[src/core/aux_tmr_map.vh]
// Register offsets, field positions, reset values and timing constants of the aux timer core
`ifndef AUX_TMR_MAP_VH
`define AUX_TMR_MAP_VH

// ************
// Register byte offsets
// ************
`define AUXT_CTRL_OFF    8'h00
`define AUXT_ACTION_OFF  8'h04
`define AUXT_INSEL_OFF   8'h08
`define AUXT_COUNT_OFF   8'h0c
`define AUXT_PERIOD_OFF  8'h10
`define AUXT_STATUS_OFF  8'h14

// ************
// Control register fields
// ************
`define AUXT_CTRL_CLK_LSB    0
`define AUXT_CTRL_PRE_BIT    3
`define AUXT_CTRL_RUN_BIT    4
`define AUXT_CTRL_STE_BIT    5
`define AUXT_CTRL_SSC_BIT    6
`define AUXT_CTRL_TEC_LSB    8
`define AUXT_CTRL_TED_LSB    11

// ************
// Action register bits, write only
// ************
`define AUXT_ACT_RUN_SET   0
`define AUXT_ACT_RUN_CLR   1
`define AUXT_ACT_CNT_CLR   2
`define AUXT_ACT_STE_SET   3
`define AUXT_ACT_STE_CLR   4
`define AUXT_ACT_STEP      5

// ************
// Input select codes
// ************
`define AUXT_IS_TIMER    2'b00
`define AUXT_IS_SWSTEP   2'b01
`define AUXT_IS_RISE     2'b10
`define AUXT_IS_FALL     2'b11

// ************
// Reset values and timing
// ************
`define AUXT_CNT_CLEAR   16'h0000
`define AUXT_PER_RESET   16'h0000
`define AUXT_EXTRA_SHIFT 8

`endif

[src/core/aux_tmr_core.v]
// Aux up-counting timer core with AXI4-Lite register slave
`timescale 1ns/1ps
`include "aux_tmr_map.vh"

// Functional notes
// - Run bit set/cleared by action bits, single-shot
// - Counter clear loads zero, run unaffected
// - Shadow enable set only via set bit, cleared by clear bit or shadow transfer on timer clock
// - Counter writes ignored while running
// - Period write hits shadow, read active
// - Input select 00 uses prescaled clock
// - Prescaler held clear while stopped
// - Divide by 2^n, extra times 256
// - Counter mode: software step or pin edge
// - Period lasts period value plus one
// - Count up, wrap to zero after match
// - Single shot stops at period end
// - Selected main event sets run bit
// - Trigger select picks start event
// - Direction qualifier gates trigger
// - Period match and zero match outputs
// - Shadow copy when stopped or matched
module aux_tmr_core
(
   // Clock and reset
   input  wire        aclk,
   input  wire        aresetn,
   // AXI4-Lite write address
   input  wire [7:0]  s_axi_awaddr,
   input  wire        s_axi_awvalid,
   output reg         s_axi_awready,
   // AXI4-Lite write data
   input  wire [31:0] s_axi_wdata,
   input  wire [3:0]  s_axi_wstrb,
   input  wire        s_axi_wvalid,
   output reg         s_axi_wready,
   // AXI4-Lite write response
   output reg  [1:0]  s_axi_bresp,
   output reg         s_axi_bvalid,
   input  wire        s_axi_bready,
   // AXI4-Lite read address
   input  wire [7:0]  s_axi_araddr,
   input  wire        s_axi_arvalid,
   output reg         s_axi_arready,
   // AXI4-Lite read data
   output reg  [31:0] s_axi_rdata,
   output reg  [1:0]  s_axi_rresp,
   output reg         s_axi_rvalid,
   input  wire        s_axi_rready,
   // Main timer events
   input  wire        main_ch0_compare_event,
   input  wire        main_ch1_compare_event,
   input  wire        main_ch2_compare_event,
   input  wire        main_period_match,
   input  wire        main_zero_match,
   input  wire        main_count_direction,
   input  wire        hall_change,
   // External count pin
   input  wire        aux_external_input,
   // Timer outputs
   output reg  [15:0] aux_counter,
   output reg         aux_period_match,
   output reg         aux_zero_match,
   output reg         aux_shadow_transfer,
   output reg         aux_run_bit
);

   // ************
   // State
   // ************
   reg  [2:0]  clk_sel_q;        // Clock divider select
   reg         pre_q;            // Extra divide by 256
   reg         ste_q;            // Shadow transfer enable
   reg         ssc_q;            // Single shot
   reg  [2:0]  tec_q;            // Trigger event select
   reg  [1:0]  ted_q;            // Trigger direction qualifier
   reg  [1:0]  insel_q;          // Count input select
   reg  [15:0] per_q;            // Active period
   reg  [15:0] pers_q;           // Period shadow
   reg  [7:0]  awaddr_q;         // Latched write address
   reg         aw_have_q;        // Write address held
   reg  [31:0] wdata_q;          // Latched write data
   reg  [3:0]  wstrb_q;          // Latched strobes
   reg         w_have_q;         // Write data held
   reg         step_q;           // Software step request
   reg         st_pend_q;        // Shadow transfer waiting for timer clock

   wire        pre_tick;         // Prescaler enable
   wire        ext_rise;         // Pin rising edge
   wire        ext_fall;         // Pin falling edge
   wire        wr_go;            // Write commits this cycle
   wire        wr_ok;            // Write address mapped
   reg         tclk;             // Timer clock enable
   reg         trig_evt;         // Selected main event
   reg         dir_ok;           // Direction qualifier passes

   assign wr_go = aw_have_q & w_have_q & ~s_axi_bvalid;
   assign wr_ok = (awaddr_q[7:2] <= `AUXT_STATUS_OFF >> 2);

   // ************
   // Submodules
   // ************
   aux_tmr_prescaler #(.PW(15)) u_pre
   (
      .aclk    (aclk),
      .aresetn (aresetn),
      .run     (aux_run_bit),
      .clk_sel (clk_sel_q),
      .extra   (pre_q),
      .tick    (pre_tick)
   );

   aux_tmr_sync u_sync
   (
      .aclk    (aclk),
      .aresetn (aresetn),
      .din     (aux_external_input),
      .rise    (ext_rise),
      .fall    (ext_fall)
   );

   // ************
   // Timer clock and trigger selection
   // ************
   always @*
   begin
      case (insel_q)
         `AUXT_IS_TIMER:  tclk = pre_tick;
         `AUXT_IS_SWSTEP: tclk = step_q;
         `AUXT_IS_RISE:   tclk = ext_rise;
         default:         tclk = ext_fall;
      endcase
      case (tec_q)
         3'b001:  trig_evt = main_ch0_compare_event;
         3'b010:  trig_evt = main_ch1_compare_event;
         3'b011:  trig_evt = main_ch2_compare_event;
         3'b100:  trig_evt = main_ch0_compare_event | main_ch1_compare_event
                             | main_ch2_compare_event;
         3'b101:  trig_evt = main_period_match;
         3'b110:  trig_evt = main_zero_match & ~main_count_direction;
         3'b111:  trig_evt = hall_change;
         default: trig_evt = 1'b0;
      endcase
      case (ted_q)
         2'b01:   dir_ok = ~main_count_direction;
         2'b10:   dir_ok = main_count_direction;
         2'b11:   dir_ok = 1'b1;
         default: dir_ok = 1'b0;
      endcase
   end

   // ************
   // AXI4-Lite write channel
   // ************
   always @(posedge aclk)
   begin
      if (!aresetn)
      begin
         s_axi_awready <= 1'b1;
         s_axi_wready  <= 1'b1;
         s_axi_bvalid  <= 1'b0;
         s_axi_bresp   <= 2'b00;
         aw_have_q     <= 1'b0;
         w_have_q      <= 1'b0;
         awaddr_q      <= 8'h00;
         wdata_q       <= 32'h0000_0000;
         wstrb_q       <= 4'h0;
      end
      else
      begin
         // Capture address and data in either order
         if (s_axi_awvalid && s_axi_awready)
         begin
            awaddr_q      <= s_axi_awaddr;
            aw_have_q     <= 1'b1;
            s_axi_awready <= 1'b0;
         end
         if (s_axi_wvalid && s_axi_wready)
         begin
            wdata_q      <= s_axi_wdata;
            wstrb_q      <= s_axi_wstrb;
            w_have_q     <= 1'b1;
            s_axi_wready <= 1'b0;
         end
         // Commit and respond
         if (wr_go)
         begin
            s_axi_bvalid <= 1'b1;
            s_axi_bresp  <= wr_ok ? 2'b00 : 2'b10;
            aw_have_q    <= 1'b0;
            w_have_q     <= 1'b0;
         end
         if (s_axi_bvalid && s_axi_bready)
         begin
            s_axi_bvalid  <= 1'b0;
            s_axi_awready <= 1'b1;
            s_axi_wready  <= 1'b1;
         end
      end
   end

   // ************
   // Control registers and counter
   // ************
   always @(posedge aclk)
   begin
      if (!aresetn)
      begin
         clk_sel_q           <= 3'h0;
         pre_q               <= 1'b0;
         ste_q               <= 1'b0;
         ssc_q               <= 1'b0;
         tec_q               <= 3'h0;
         ted_q               <= 2'h0;
         insel_q             <= `AUXT_IS_TIMER;
         per_q               <= `AUXT_PER_RESET;
         pers_q              <= `AUXT_PER_RESET;
         step_q              <= 1'b0;
         st_pend_q           <= 1'b0;
         aux_run_bit         <= 1'b0;
         aux_counter         <= `AUXT_CNT_CLEAR;
         aux_period_match    <= 1'b0;
         aux_zero_match      <= 1'b1;
         aux_shadow_transfer <= 1'b0;
      end
      else
      begin
         step_q              <= 1'b0;
         aux_shadow_transfer <= 1'b0;
         // Shadow transfer request: stopped, or matched with enable
         if (!aux_run_bit || (ste_q && aux_period_match))
            st_pend_q <= 1'b1;
         // Counting on the timer clock
         if (tclk)
         begin
            if (aux_run_bit)
            begin
               if (aux_counter == per_q)
               begin
                  aux_counter <= `AUXT_CNT_CLEAR;
                  if (ssc_q)
                     aux_run_bit <= 1'b0;
               end
               else
                  aux_counter <= aux_counter + 16'h0001;
            end
            if (st_pend_q)
            begin
               per_q               <= pers_q;
               ste_q               <= 1'b0;
               st_pend_q           <= 1'b0;
               aux_shadow_transfer <= 1'b1;
            end
         end
         // Stopped timer has no prescaler tick, so transfer on plain clock
         if (!aux_run_bit && insel_q == `AUXT_IS_TIMER)
         begin
            per_q               <= pers_q;
            aux_shadow_transfer <= 1'b1;
         end
         // Hardware start from main timer event
         if (trig_evt && dir_ok)
            aux_run_bit <= 1'b1;
         // Register writes
         if (wr_go && wstrb_q[0])
         begin
            case (awaddr_q)
               `AUXT_CTRL_OFF:
               begin
                  clk_sel_q <= wdata_q[`AUXT_CTRL_CLK_LSB+2:`AUXT_CTRL_CLK_LSB];
                  pre_q     <= wdata_q[`AUXT_CTRL_PRE_BIT];
                  ssc_q     <= wdata_q[`AUXT_CTRL_SSC_BIT];
               end
               `AUXT_ACTION_OFF:
               begin
                  if (wdata_q[`AUXT_ACT_RUN_SET])
                     aux_run_bit <= 1'b1;
                  if (wdata_q[`AUXT_ACT_RUN_CLR])
                     aux_run_bit <= 1'b0;
                  if (wdata_q[`AUXT_ACT_CNT_CLR])
                     aux_counter <= `AUXT_CNT_CLEAR;
                  if (wdata_q[`AUXT_ACT_STE_SET])
                     ste_q <= 1'b1;
                  if (wdata_q[`AUXT_ACT_STE_CLR])
                     ste_q <= 1'b0;
                  if (wdata_q[`AUXT_ACT_STEP] && insel_q == `AUXT_IS_SWSTEP)
                     step_q <= 1'b1;
               end
               `AUXT_INSEL_OFF:
                  insel_q <= wdata_q[1:0];
               `AUXT_COUNT_OFF:
                  if (!aux_run_bit)
                     aux_counter <= wdata_q[15:0];
               `AUXT_PERIOD_OFF:
                  pers_q <= wdata_q[15:0];
               default:
                  pers_q <= pers_q;
            endcase
         end
         if (wr_go && wstrb_q[1])
         begin
            case (awaddr_q)
               `AUXT_CTRL_OFF:
               begin
                  tec_q <= wdata_q[`AUXT_CTRL_TEC_LSB+2:`AUXT_CTRL_TEC_LSB];
                  ted_q <= wdata_q[`AUXT_CTRL_TED_LSB+1:`AUXT_CTRL_TED_LSB];
               end
               `AUXT_COUNT_OFF:
                  if (!aux_run_bit)
                     aux_counter[15:8] <= wdata_q[15:8];
               `AUXT_PERIOD_OFF:
                  pers_q[15:8] <= wdata_q[15:8];
               default:
                  pers_q <= pers_q;
            endcase
         end
         // Match flags follow the counter one cycle later
         aux_period_match <= (aux_counter == per_q);
         aux_zero_match   <= (aux_counter == `AUXT_CNT_CLEAR);
      end
   end

   // ************
   // AXI4-Lite read channel
   // ************
   always @(posedge aclk)
   begin
      if (!aresetn)
      begin
         s_axi_arready <= 1'b1;
         s_axi_rvalid  <= 1'b0;
         s_axi_rdata   <= 32'h0000_0000;
         s_axi_rresp   <= 2'b00;
      end
      else if (s_axi_arvalid && s_axi_arready)
      begin
         s_axi_arready <= 1'b0;
         s_axi_rvalid  <= 1'b1;
         s_axi_rresp   <= 2'b00;
         case (s_axi_araddr)
            `AUXT_CTRL_OFF:
               s_axi_rdata <= {19'h0, ted_q, tec_q, 1'b0, ssc_q, ste_q,
                               aux_run_bit, pre_q, clk_sel_q};
            `AUXT_ACTION_OFF:
               s_axi_rdata <= 32'h0000_0000;
            `AUXT_INSEL_OFF:
               s_axi_rdata <= {30'h0, insel_q};
            `AUXT_COUNT_OFF:
               s_axi_rdata <= {16'h0, aux_counter};
            `AUXT_PERIOD_OFF:
               s_axi_rdata <= {16'h0, per_q};
            `AUXT_STATUS_OFF:
               s_axi_rdata <= {29'h0, aux_shadow_transfer, aux_zero_match,
                               aux_period_match};
            default:
            begin
               s_axi_rdata <= 32'h0000_0000;
               s_axi_rresp <= 2'b10;
            end
         endcase
      end
      else if (s_axi_rvalid && s_axi_rready)
      begin
         s_axi_rvalid  <= 1'b0;
         s_axi_arready <= 1'b1;
      end
   end

endmodule

[src/core/aux_tmr_prescaler.v]
// Timer mode prescaler producing a one-cycle count enable
`timescale 1ns/1ps
`include "aux_tmr_map.vh"

module aux_tmr_prescaler
#(
   parameter PW = 15
)
(
   // Clock and reset
   input  wire       aclk,
   input  wire       aresetn,
   // Control
   input  wire       run,
   input  wire [2:0] clk_sel,
   input  wire       extra,
   // Enable out
   output reg        tick
);

   reg  [PW-1:0] div_q;   // Free running divider
   wire [3:0]    shift;   // Total power of two
   wire [PW-1:0] mask;    // Low bits that must be all ones

   assign shift = {1'b0, clk_sel} + (extra ? 4'h8 : 4'h0);
   assign mask  = ({PW{1'b1}} >> (PW - shift)) & {PW{(shift != 4'h0)}};

   // ****************************************************************
   // Divider held clear while stopped
   // ****************************************************************
   always @(posedge aclk)
   begin
      if (!aresetn || !run)
      begin
         div_q <= {PW{1'b0}};
         tick  <= 1'b0;
      end
      else
      begin
         div_q <= div_q + {{(PW-1){1'b0}}, 1'b1};
         tick  <= ((div_q & mask) == mask);
      end
   end

endmodule

[src/core/aux_tmr_sync.v]
// Two-stage synchroniser with edge detection for the external count input
`timescale 1ns/1ps

module aux_tmr_sync
(
   // Clock and reset
   input  wire aclk,
   input  wire aresetn,
   // Pin
   input  wire din,
   // Edges
   output reg  rise,
   output reg  fall
);

   reg s1_q;    // First stage, read only by second
   reg s2_q;    // Second stage
   reg s3_q;    // Previous value

   // ****************************************************************
   // Synchronise then detect edges
   // ****************************************************************
   always @(posedge aclk)
   begin
      if (!aresetn)
      begin
         s1_q <= 1'b0;
         s2_q <= 1'b0;
         s3_q <= 1'b0;
         rise <= 1'b0;
         fall <= 1'b0;
      end
      else
      begin
         s1_q <= din;
         s2_q <= s1_q;
         s3_q <= s2_q;
         rise <= s2_q & ~s3_q;
         fall <= ~s2_q & s3_q;
      end
   end

endmodule

[config.mk]
export PLATFORM = sky130hd
export DESIGN_NAME = aux_tmr_core
export DESIGN_NICKNAME = d
export VERILOG_FILES = /design/src/core/aux_tmr_core.v /design/src/core/aux_tmr_prescaler.v /design/src/core/aux_tmr_sync.v
export VERILOG_INCLUDE_DIRS = /design/src /design/src/core
export SDC_FILE = /design/constraint.sdc
export NUM_CORES = 1
export LEC_CHECK = 0
export BUFFER_PORTS_ARGS = -buffer_cell sky130_fd_sc_hd__buf_2
export CORE_UTILIZATION = 42
export DETAILED_ROUTE_END_ITERATION = 12
export GPL_TIMING_DRIVEN = 0
export SETUP_SLACK_MARGIN = 0.5
export SYNTH_ARGS = -nofsm -noshare
export SYNTH_HDL_FRONTEND = slang
export SYNTH_HIERARCHICAL = 1
export SYNTH_SLANG_ARGS = --single-unit
[constraint.sdc]
create_clock -name aclk -period 4 [get_ports aclk]
set_input_delay 0.2 -clock aclk [delete_from_list [all_inputs] [get_ports aclk]]
set_output_delay 0.2 -clock aclk [all_outputs]
set_load 0.02 [all_outputs]
==> flow_summary_export.csv, run 1 <==
group,metric,value,unit
outcome,status,"completed",
critical_path,critPathBufInv,2,
yosys,ys_ff_latch,139,
clock_network,cts_tree,"done",
yosys,ys.flop_type,"dfxtp_1",
clock_network,clkSinkCount,139,
grt,grt_use_total,0.246,
sta,worstMarginPinSlew,0.922,ns
yosys,ys.warnings.count,6,
clock_network,cts_buffers,17,
layout,area_delta_synth_final,20.8,%
critical_path,timing.critical_path.from_type,"flip-flop",
critical_path,r2r-start,"aux_counter[0]",
sta,holdWs,0.0193,ns
power,clkPwrFrac,0.495,
grt,use_met2,0.374,
sta,slew_headroom,0.380,
die,rows,45,
grt,grt_pass1_wl,31000,um
sta,rsz0062_at_grt,"false",
layout,multi_input_area,3630,um^2
power,p_sw_frac,0.226,
sta,report.final.slew_viol_count,0,
sta,fin_crit,2.82,ns
critical_path,crit_type,"reg2reg",
die,fp.dieW,129,um
routing,viasPerCell,5.34,
power,power.leakage,3.32,nW
sta,fin_crit_sh,0.706,
sta,hold_viol_final,0,
critical_path,worst_setup_path_end_kind,"flip-flop",
power,p_per_area,399,nW/um^2
placement,dpl.hpwl,14500,um
yosys,synth-edff-count,0,
grt,overflow,0,
routing,drtPass1Iterations,5,
critical_path,r2r-end,"aux_counter[0]",
layout,register_area,2780,um^2
critical_path,crit_family,"buffers and inverters",
critical_path,crit_path_max_fanout,10,
layout,layout-drive-gt1-share,0.185,
routing,ant_nets,0,
critical_path,arrival,3.13,ns
yosys,synth_cell_types,78,
min_path,holdPathEnd,"wdata_q[9]",
die,ioPinCount,128,
yosys,postSynthAreaPerCell,8.31,um^2
power,pwr-share-comb,0.060,
placement,gp_congestion,0.881,
die,start_util,0.436,
sta,tns,0,ns
grt,grt_start_max_net_pins,17,
critical_path,worstPathRequired,4.31,ns
min_path,hold_path_class,"in2reg",
job,drv_cap,0,
grt,antenna_found_initial,0,
grt,busiest_layer,"met2",
yosys,netlist_instances,810,
grt,use_met3,0.0499,
placement,numPortBuffers,89,
die,core_area,15400,um^2
grt,grt_use_met1,0.342,
clock_network,htreeDepth,4,
routing,drtIter0Drc,418,
critical_path,crit_path_max_incr_delay,0.47,ns
power,p_int,2.51,mW
clock_network,clk_pin_slew_worst_paths,0.06,ns
clock_network,clk_latency,0.42,ns
routing,routed_wl,19400,um
sta,finalSetupViolCount,0,
critical_path,r2r_cells,8,
clock_network,root_buffer,"clkbuf_16",
power,p_switching,0.731,mW
min_path,hold_start,"s_axi_wdata[9]",
sta,fin_skew,0.00726,ns
power,seqPwrFrac,0.445,
grt,grt_pass1_vias,5643,
routing,via_count,6198,
min_path,whs_path_depth,3,
yosys,netlist_area,6730,um^2
routing,wl_per_cell,16.8,um
clock_network,clk_path_buf_depth,2,
sta,fmax,354,MHz
power,ir_drop,0.295,mV
yosys,async_reset_ff_frac,0,
layout,layout.nets,1007,
critical_path,crit_chain,"clkbuf_1 > xor2_1 > nor4_1 > nand4_1 > clkbuf_1 > a21oi_1 > a21oi_1 > a32o_1",
routing,drc_errors,0,
yosys,seq_area_frac_synth,0.413,
layout,antenna_cells,0,
critical_path,reg2reg_setup_slack,1.18,ns
critical_path,cp_slowest_cell,"clkbuf_1",
die,dieHeight,129,um
die,die_area,16500,um^2
layout,fillers,1514,
==> area by class of cell <==
cell class | count | share of cell area
Timing Repair Buffer | 91 | 0.0572
Clock inverter | 6 | 0.0102
Inverter | 14 | 0.00646
Tap cell | 211 | 0.0325
Clock buffer | 25 | 0.0646
Multi-Input combinational cell | 608 | 0.446
Buffer | 66 | 0.0411
Sequential cell | 139 | 0.342
==> layout by cell type (no fill, tap or decap), drive strengths merged, types with 7 or more instances in the layout <==
| master | count |
|---|---|
| clkbuf | 64 |
| nor2 | 79 |
| a222oi | 9 |
| a22oi | 11 |
| nor4 | 14 |
| o21ai | 37 |
| and2 | 11 |
| o22ai | 7 |
| mux2i | 26 |
| a2bb2oi | 13 |
| a21oi | 71 |
| xor2 | 26 |
| nand3 | 28 |
| and3 | 9 |
| dfxtp | 139 |
| o211ai | 7 |
| buf | 116 |
| nor3 | 21 |
| conb | 18 |
| nand2 | 126 |
| inv | 14 |
| xnor2 | 11 |
==> per-layer routing <==
| metal | up-vias | wire length [um] |
|---|---|---|
| li1 | 3102 | - |
| met4 | 0 | 433 |
| met3 | 33 | 1290 |
| met5 | - | 0 |
| met2 | 224 | 8470 |
| met1 | 2839 | 9230 |
==> cell usage after synthesis (4+ instances only) <==
cell type,number,area share
a21oi_1,71,0.053
o211ai_1,7,0.0078
nand4b_1,5,0.0065
xnor2_1,11,0.014
and3_1,8,0.0074
nor3_1,19,0.014
a222oi_1,9,0.013
and2_1,8,0.0074
nor2_1,77,0.043
and4_1,4,0.0052
mux2i_1,26,0.039
nand3_1,27,0.020
a22o_1,4,0.0052
a32o_1,5,0.0074
nand4_1,4,0.0037
mux2_2,5,0.0084
o22ai_1,7,0.0065
buf_2,6,0.0045
nor2b_1,4,0.0037
or3_1,4,0.0037
a2bb2oi_1,13,0.017
dfxtp_1,139,0.41
o21ai_0,36,0.027
nand2_1,125,0.070
a22oi_1,10,0.011
nand2b_1,6,0.0056
nor4_1,11,0.010
buf_4,19,0.021
clkbuf_1,39,0.022
xor2_1,26,0.034
inv_1,13,0.0072
==> registers in the layout (all words and copies together) (netlist names), 2 cells and up <==
name and flops:
clk_sel_q 3, ted_q 2, wdata_q 16, pers_q 16, per_q 16, aux_counter 16, u_pre/div_q 15, insel_q 2
wstrb_q 2, awaddr_q 8, s_axi_rdata 16, tec_q 3
==> cells by family (layout without fill, tap and decap cells) <==
logic type / Yosys count / count (layout) / share of synthesized area
AND/OR/NAND/NOR: 336 / 336 / 0.252
AO/OA/AOI/OAI: 182 / 182 / 0.173
flip-flops: 139 / 139 / 0.413
buffers and inverters: 80 / 202 / 0.0574
XOR/XNOR: 37 / 37 / 0.0481
multiplexers: 32 / 32 / 0.0504
adder cells (fa/ha/maj): 3 / 3 / 0.00558
other: 1 / 18 / 0.000557
==> per-stage QoR <==
stage / std cells / worst slack, ns / utilization / instance area (um^2) / power (mW)
3_5_place_dp: 1127 / 1.24 / 0.487 / 7510 / 1.67
3_3_place_gp: 1127 / 1.23 / 0.487 / 7510 / 1.66
6_report: 1160 / 1.18 / 0.527 / 8130 / 3.24
5_1_grt: 1160 / 1.02 / 0.527 / 8130 / 3.36
4_1_cts: 1160 / 1.23 / 0.527 / 8130 / 3.26
2_1_floorplan: 827 / 1.86 / - / 6800 / 1.59
==> power by group through the flow <==
stage          clock (mW)  combinational [mW]  sequential [mW]
2_1_floorplan           0               0.122             1.47
4_1_cts              1.63               0.196             1.44
3_3_place_gp            0               0.194             1.47
3_5_place_dp            0               0.194             1.47
5_1_grt              1.69               0.218             1.44
6_report             1.61               0.196             1.44
==> worst min-delay path: cells and delay by family <==
family	cells	cell delay, ns
and+or+nand+nor	1	0.04
buffers and inverters	1	0.10
AOI/OAI and AO/OA	1	0.05
==> worst max path at each step <==
| stage | from | slack (ns) | end | depth (start not counted) |
|---|---|---|---|---|
| floorplan | aux_counter[2] | 1.86 | aux_counter[14] | 7 |
| global placement | aux_counter[0] | 1.23 | aux_counter[0] | 8 |
| detailed placement | aux_counter[0] | 1.24 | aux_counter[0] | 8 |
| CTS | aux_counter[0] | 1.23 | aux_counter[0] | 8 |
| global route | aux_counter[0] | 1.02 | aux_counter[6] | 8 |
| finish | aux_counter[0] | 1.18 | aux_counter[0] | 8 |
==> what timing repair did <==
action | in CTS | in global routing
hold endpoints to repair | 2 | 0
gates resized for setup | 0 | 0
buffers inserted | 0 | 0
hold buffers | 2 | 0
(Power assumes the default switching activity.)
==> run 2, diff against run 1 <==
--- a/config.mk
+++ b/config.mk
@@ -6,6 +6,7 @@
 export SDC_FILE = /design/constraint.sdc
 export NUM_CORES = 1
 export LEC_CHECK = 0
+export ABC_AREA = 1
 export BUFFER_PORTS_ARGS = -buffer_cell sky130_fd_sc_hd__buf_2
 export CORE_UTILIZATION = 42
 export DETAILED_ROUTE_END_ITERATION = 12
==> constraint.sdc (replaced) <==
create_clock -name aclk -period 2.7 [get_ports aclk]
set_input_delay 0.135 -clock aclk [delete_from_list [all_inputs] [get_ports aclk]]
set_output_delay 0.135 -clock aclk [all_outputs]
set_load 0.02 [all_outputs]
==> run 2 against run 1 <==
Effect of this change: the run now ends with DRC left; clock-buffer cell count did not move; combinational power up 84%; cell area rose by 7.0%; largest power group unchanged; worst setup slack worse by 0.53 ns; largest cell class unchanged; clock power is 48% higher; highest routed layer unchanged.
==> flow_summary_export.csv, run 2 <==
group,metric,value,unit
outcome,status,"complete, but fails checks",
outcome,violations,"DRC",
sta,holdWs,0.0172,ns
die,ioPinCount,128,
critical_path,crit_path_max_fanout,10,
clock_network,htreeDepth,4,
routing,routed_wl,21400,um
placement,dp.cells,1366,
yosys,synth-edff-count,0,
critical_path,timing.critical_path.from_type,"flip-flop",
clock_network,cts_buffers,17,
layout,fin_cells,1421,
yosys,synth_cell_types,43,
routing,via_count,7180,
min_path,holdPathEnd,"wstrb_q[0]",
critical_path,r2r_cells,10,
grt,grt_use_total,0.253,
sta,report.final.slew_viol_count,0,
min_path,whs_path_depth,3,
min_path,hold_path_class,"in2reg",
routing,ant_nets,0,
critical_path,r2r-start,"insel_q[1]",
grt,antenna_found_initial,0,
sta,slew_headroom,0.481,
clock_network,clk_path_buf_depth,2,
sta,fmax,487,MHz
yosys,postSynthAreaPerCell,6.82,um^2
routing,drc_errors,2,
yosys,async_reset_ff_frac,0,
clock_network,clkSinkCount,139,
yosys,synth_area_leaders,"dfxtp_1, nand2_1, a21oi_1",
die,die_area,17400,um^2
grt,grt_pass1_vias,6414,
layout,stdcell_area,8700,um^2
yosys,synth_top_area_frac,0.393,
sta,setup_ws,0.645,ns
placement,dpl.hpwl,16300,um
critical_path,reg2reg_setup_slack,0.64,ns
min_path,hold_start,"s_axi_wvalid",
critical_path,crit_type,"reg2reg",
placement,numPortBuffers,91,
yosys,synthTopCellsByCount,"nand2_1, dfxtp_1, a21oi_1",
job,drv_cap,0,
die,start_util,0.428,
placement,gp_congestion,0.897,
routing,wl_per_cell,15.0,um
clock_network,clk_pin_slew_worst_paths,0.06,ns
yosys,ys.warnings.count,6,
critical_path,r2r-end,"per_q[7]",
power,p_per_area,562,nW/um^2
yosys,ys_ff_latch,139,
layout,layout_commonest_cell,"nand2_1",
layout,area_delta_synth_final,23.0,%
placement,post_dp_cell_area,7870,um^2
layout,fillers,1688,
placement,dp_slack,0.658,ns
clock_network,root_buffer,"clkbuf_16",
yosys,netlist_instances,1038,
clock_network,cts_tree,"done",
die,core_area,16500,um^2
sta,worstMarginPinSlew,0.778,ns
sta,fin_crit,2.06,ns
yosys,seq_area_frac_synth,0.393,
routing,drtIter0Drc,547,
power,power.leakage,3.72,nW
die,dieHeight,132,um
layout,layout-drive-gt1-share,0.158,
sta,tns,0,ns
routing,viasPerCell,5.05,
critical_path,worstPathRequired,2.99,ns
die,rows,47,
layout,layout_common_cells,"nand2_1, dfxtp_1, a21oi_1",
grt,grt_start_max_net_pins,17,
clock_network,clk_latency,0.43,ns
yosys,yosys.cell_count.top_type,"nand2_1",
critical_path,arrival,2.35,ns
die,fp.dieW,132,um
sta,fin_skew,0.00643,ns
grt,grt_pass1_wl,34500,um
layout,antenna_cells,0,
grt,overflow,0,
sta,rsz0062_at_grt,"true",
layout,layout.nets,1258,
critical_path,worst_setup_path_end_kind,"flip-flop",
routing,drtPass1Iterations,9,
yosys,netlist_area,7080,um^2
clock_network,post_cts_buffers,0,
sta,fin_crit_sh,0.761,
sta,hold_viol_final,0,
sta,finalSetupViolCount,0,
yosys,synth_top_cell_by_area,"dfxtp_1",
yosys,ys.flop_type,"dfxtp_1",
power,ir_drop,0.462,mV
## run 2: worst max-delay path, stage by stage, from the launching register on
cell and delay [ns]:
dfxtp_1 0.51, o21ai_0 0.21, nand3_2 0.16, nand2_2 0.12
nor2_1 0.11, inv_1 0.07, nand2_1 0.07, inv_2 0.06
buf_2 0.18, o21ai_0 0.36, a21oi_1 0.07
## run 2: repair_timing
item	4_1_cts	5_1_grt
resized for setup	0	2
endpoints found under the hold margin	24	0
setup endpoints to repair	0	5
hold buffers	23	0
## run 2: layout make-up
cell class	count	area [um^2]	area share
Timing Repair Buffer	114	686	0.0788
Multi-Input combinational cell	730	3530	0.405
Clock inverter	7	113	0.0129
Inverter	132	495	0.0569
Sequential cell	139	2780	0.320
Buffer	54	338	0.0388
Tap cell	220	275	0.0316
Clock buffer	25	485	0.0558
## run 2: cells by family after synthesis
logic type	count (synthesis)	share of synthesized area
xor+xnor	4	0.00495
buf+inv	186	0.118
compound gates	273	0.210
other cells	1	0.000530
simple gates	432	0.268
fa+ha+maj	3	0.00530
flops	139	0.393
## run 2: report_power, final
part / internal, mW / switching [mW]
combinational: 0.128 / 0.233
clock: 1.52 / 0.869
sequential: 2.10 / 0.0301
total: 3.75 / 1.13
## run 2: how the worst max path moves through the flow
stage	start	to	slack [ns]	cells past startpoint
after detailed placement	insel_q[0]	per_q[11]	0.66	10
after CTS	insel_q[0]	per_q[7]	0.65	10
after global placement	insel_q[0]	per_q[11]	0.67	10
after global routing	insel_q[0]	aux_counter[14]	0.49	10
final	insel_q[1]	per_q[7]	0.64	10
after floorplan	aux_counter[1]	aux_counter[6]	0.98	9
## run 2: routing by layer
metal,global-route usage,part of all wire,vias to the layer above
li1,-,-,3705
met1,0.360,0.49,3225
met2,0.392,0.44,228
met3,0.0477,0.060,22
met4,0.0691,0.011,0
met5,0,0,-
## run 2: per-stage QoR
stage	power [mW]	utilization
after floorplan	2.39	-
after global placement	2.51	0.476
after detailed placement	2.51	0.476
after CTS	4.92	0.526
after global routing	5.06	0.527
final	4.89	0.527
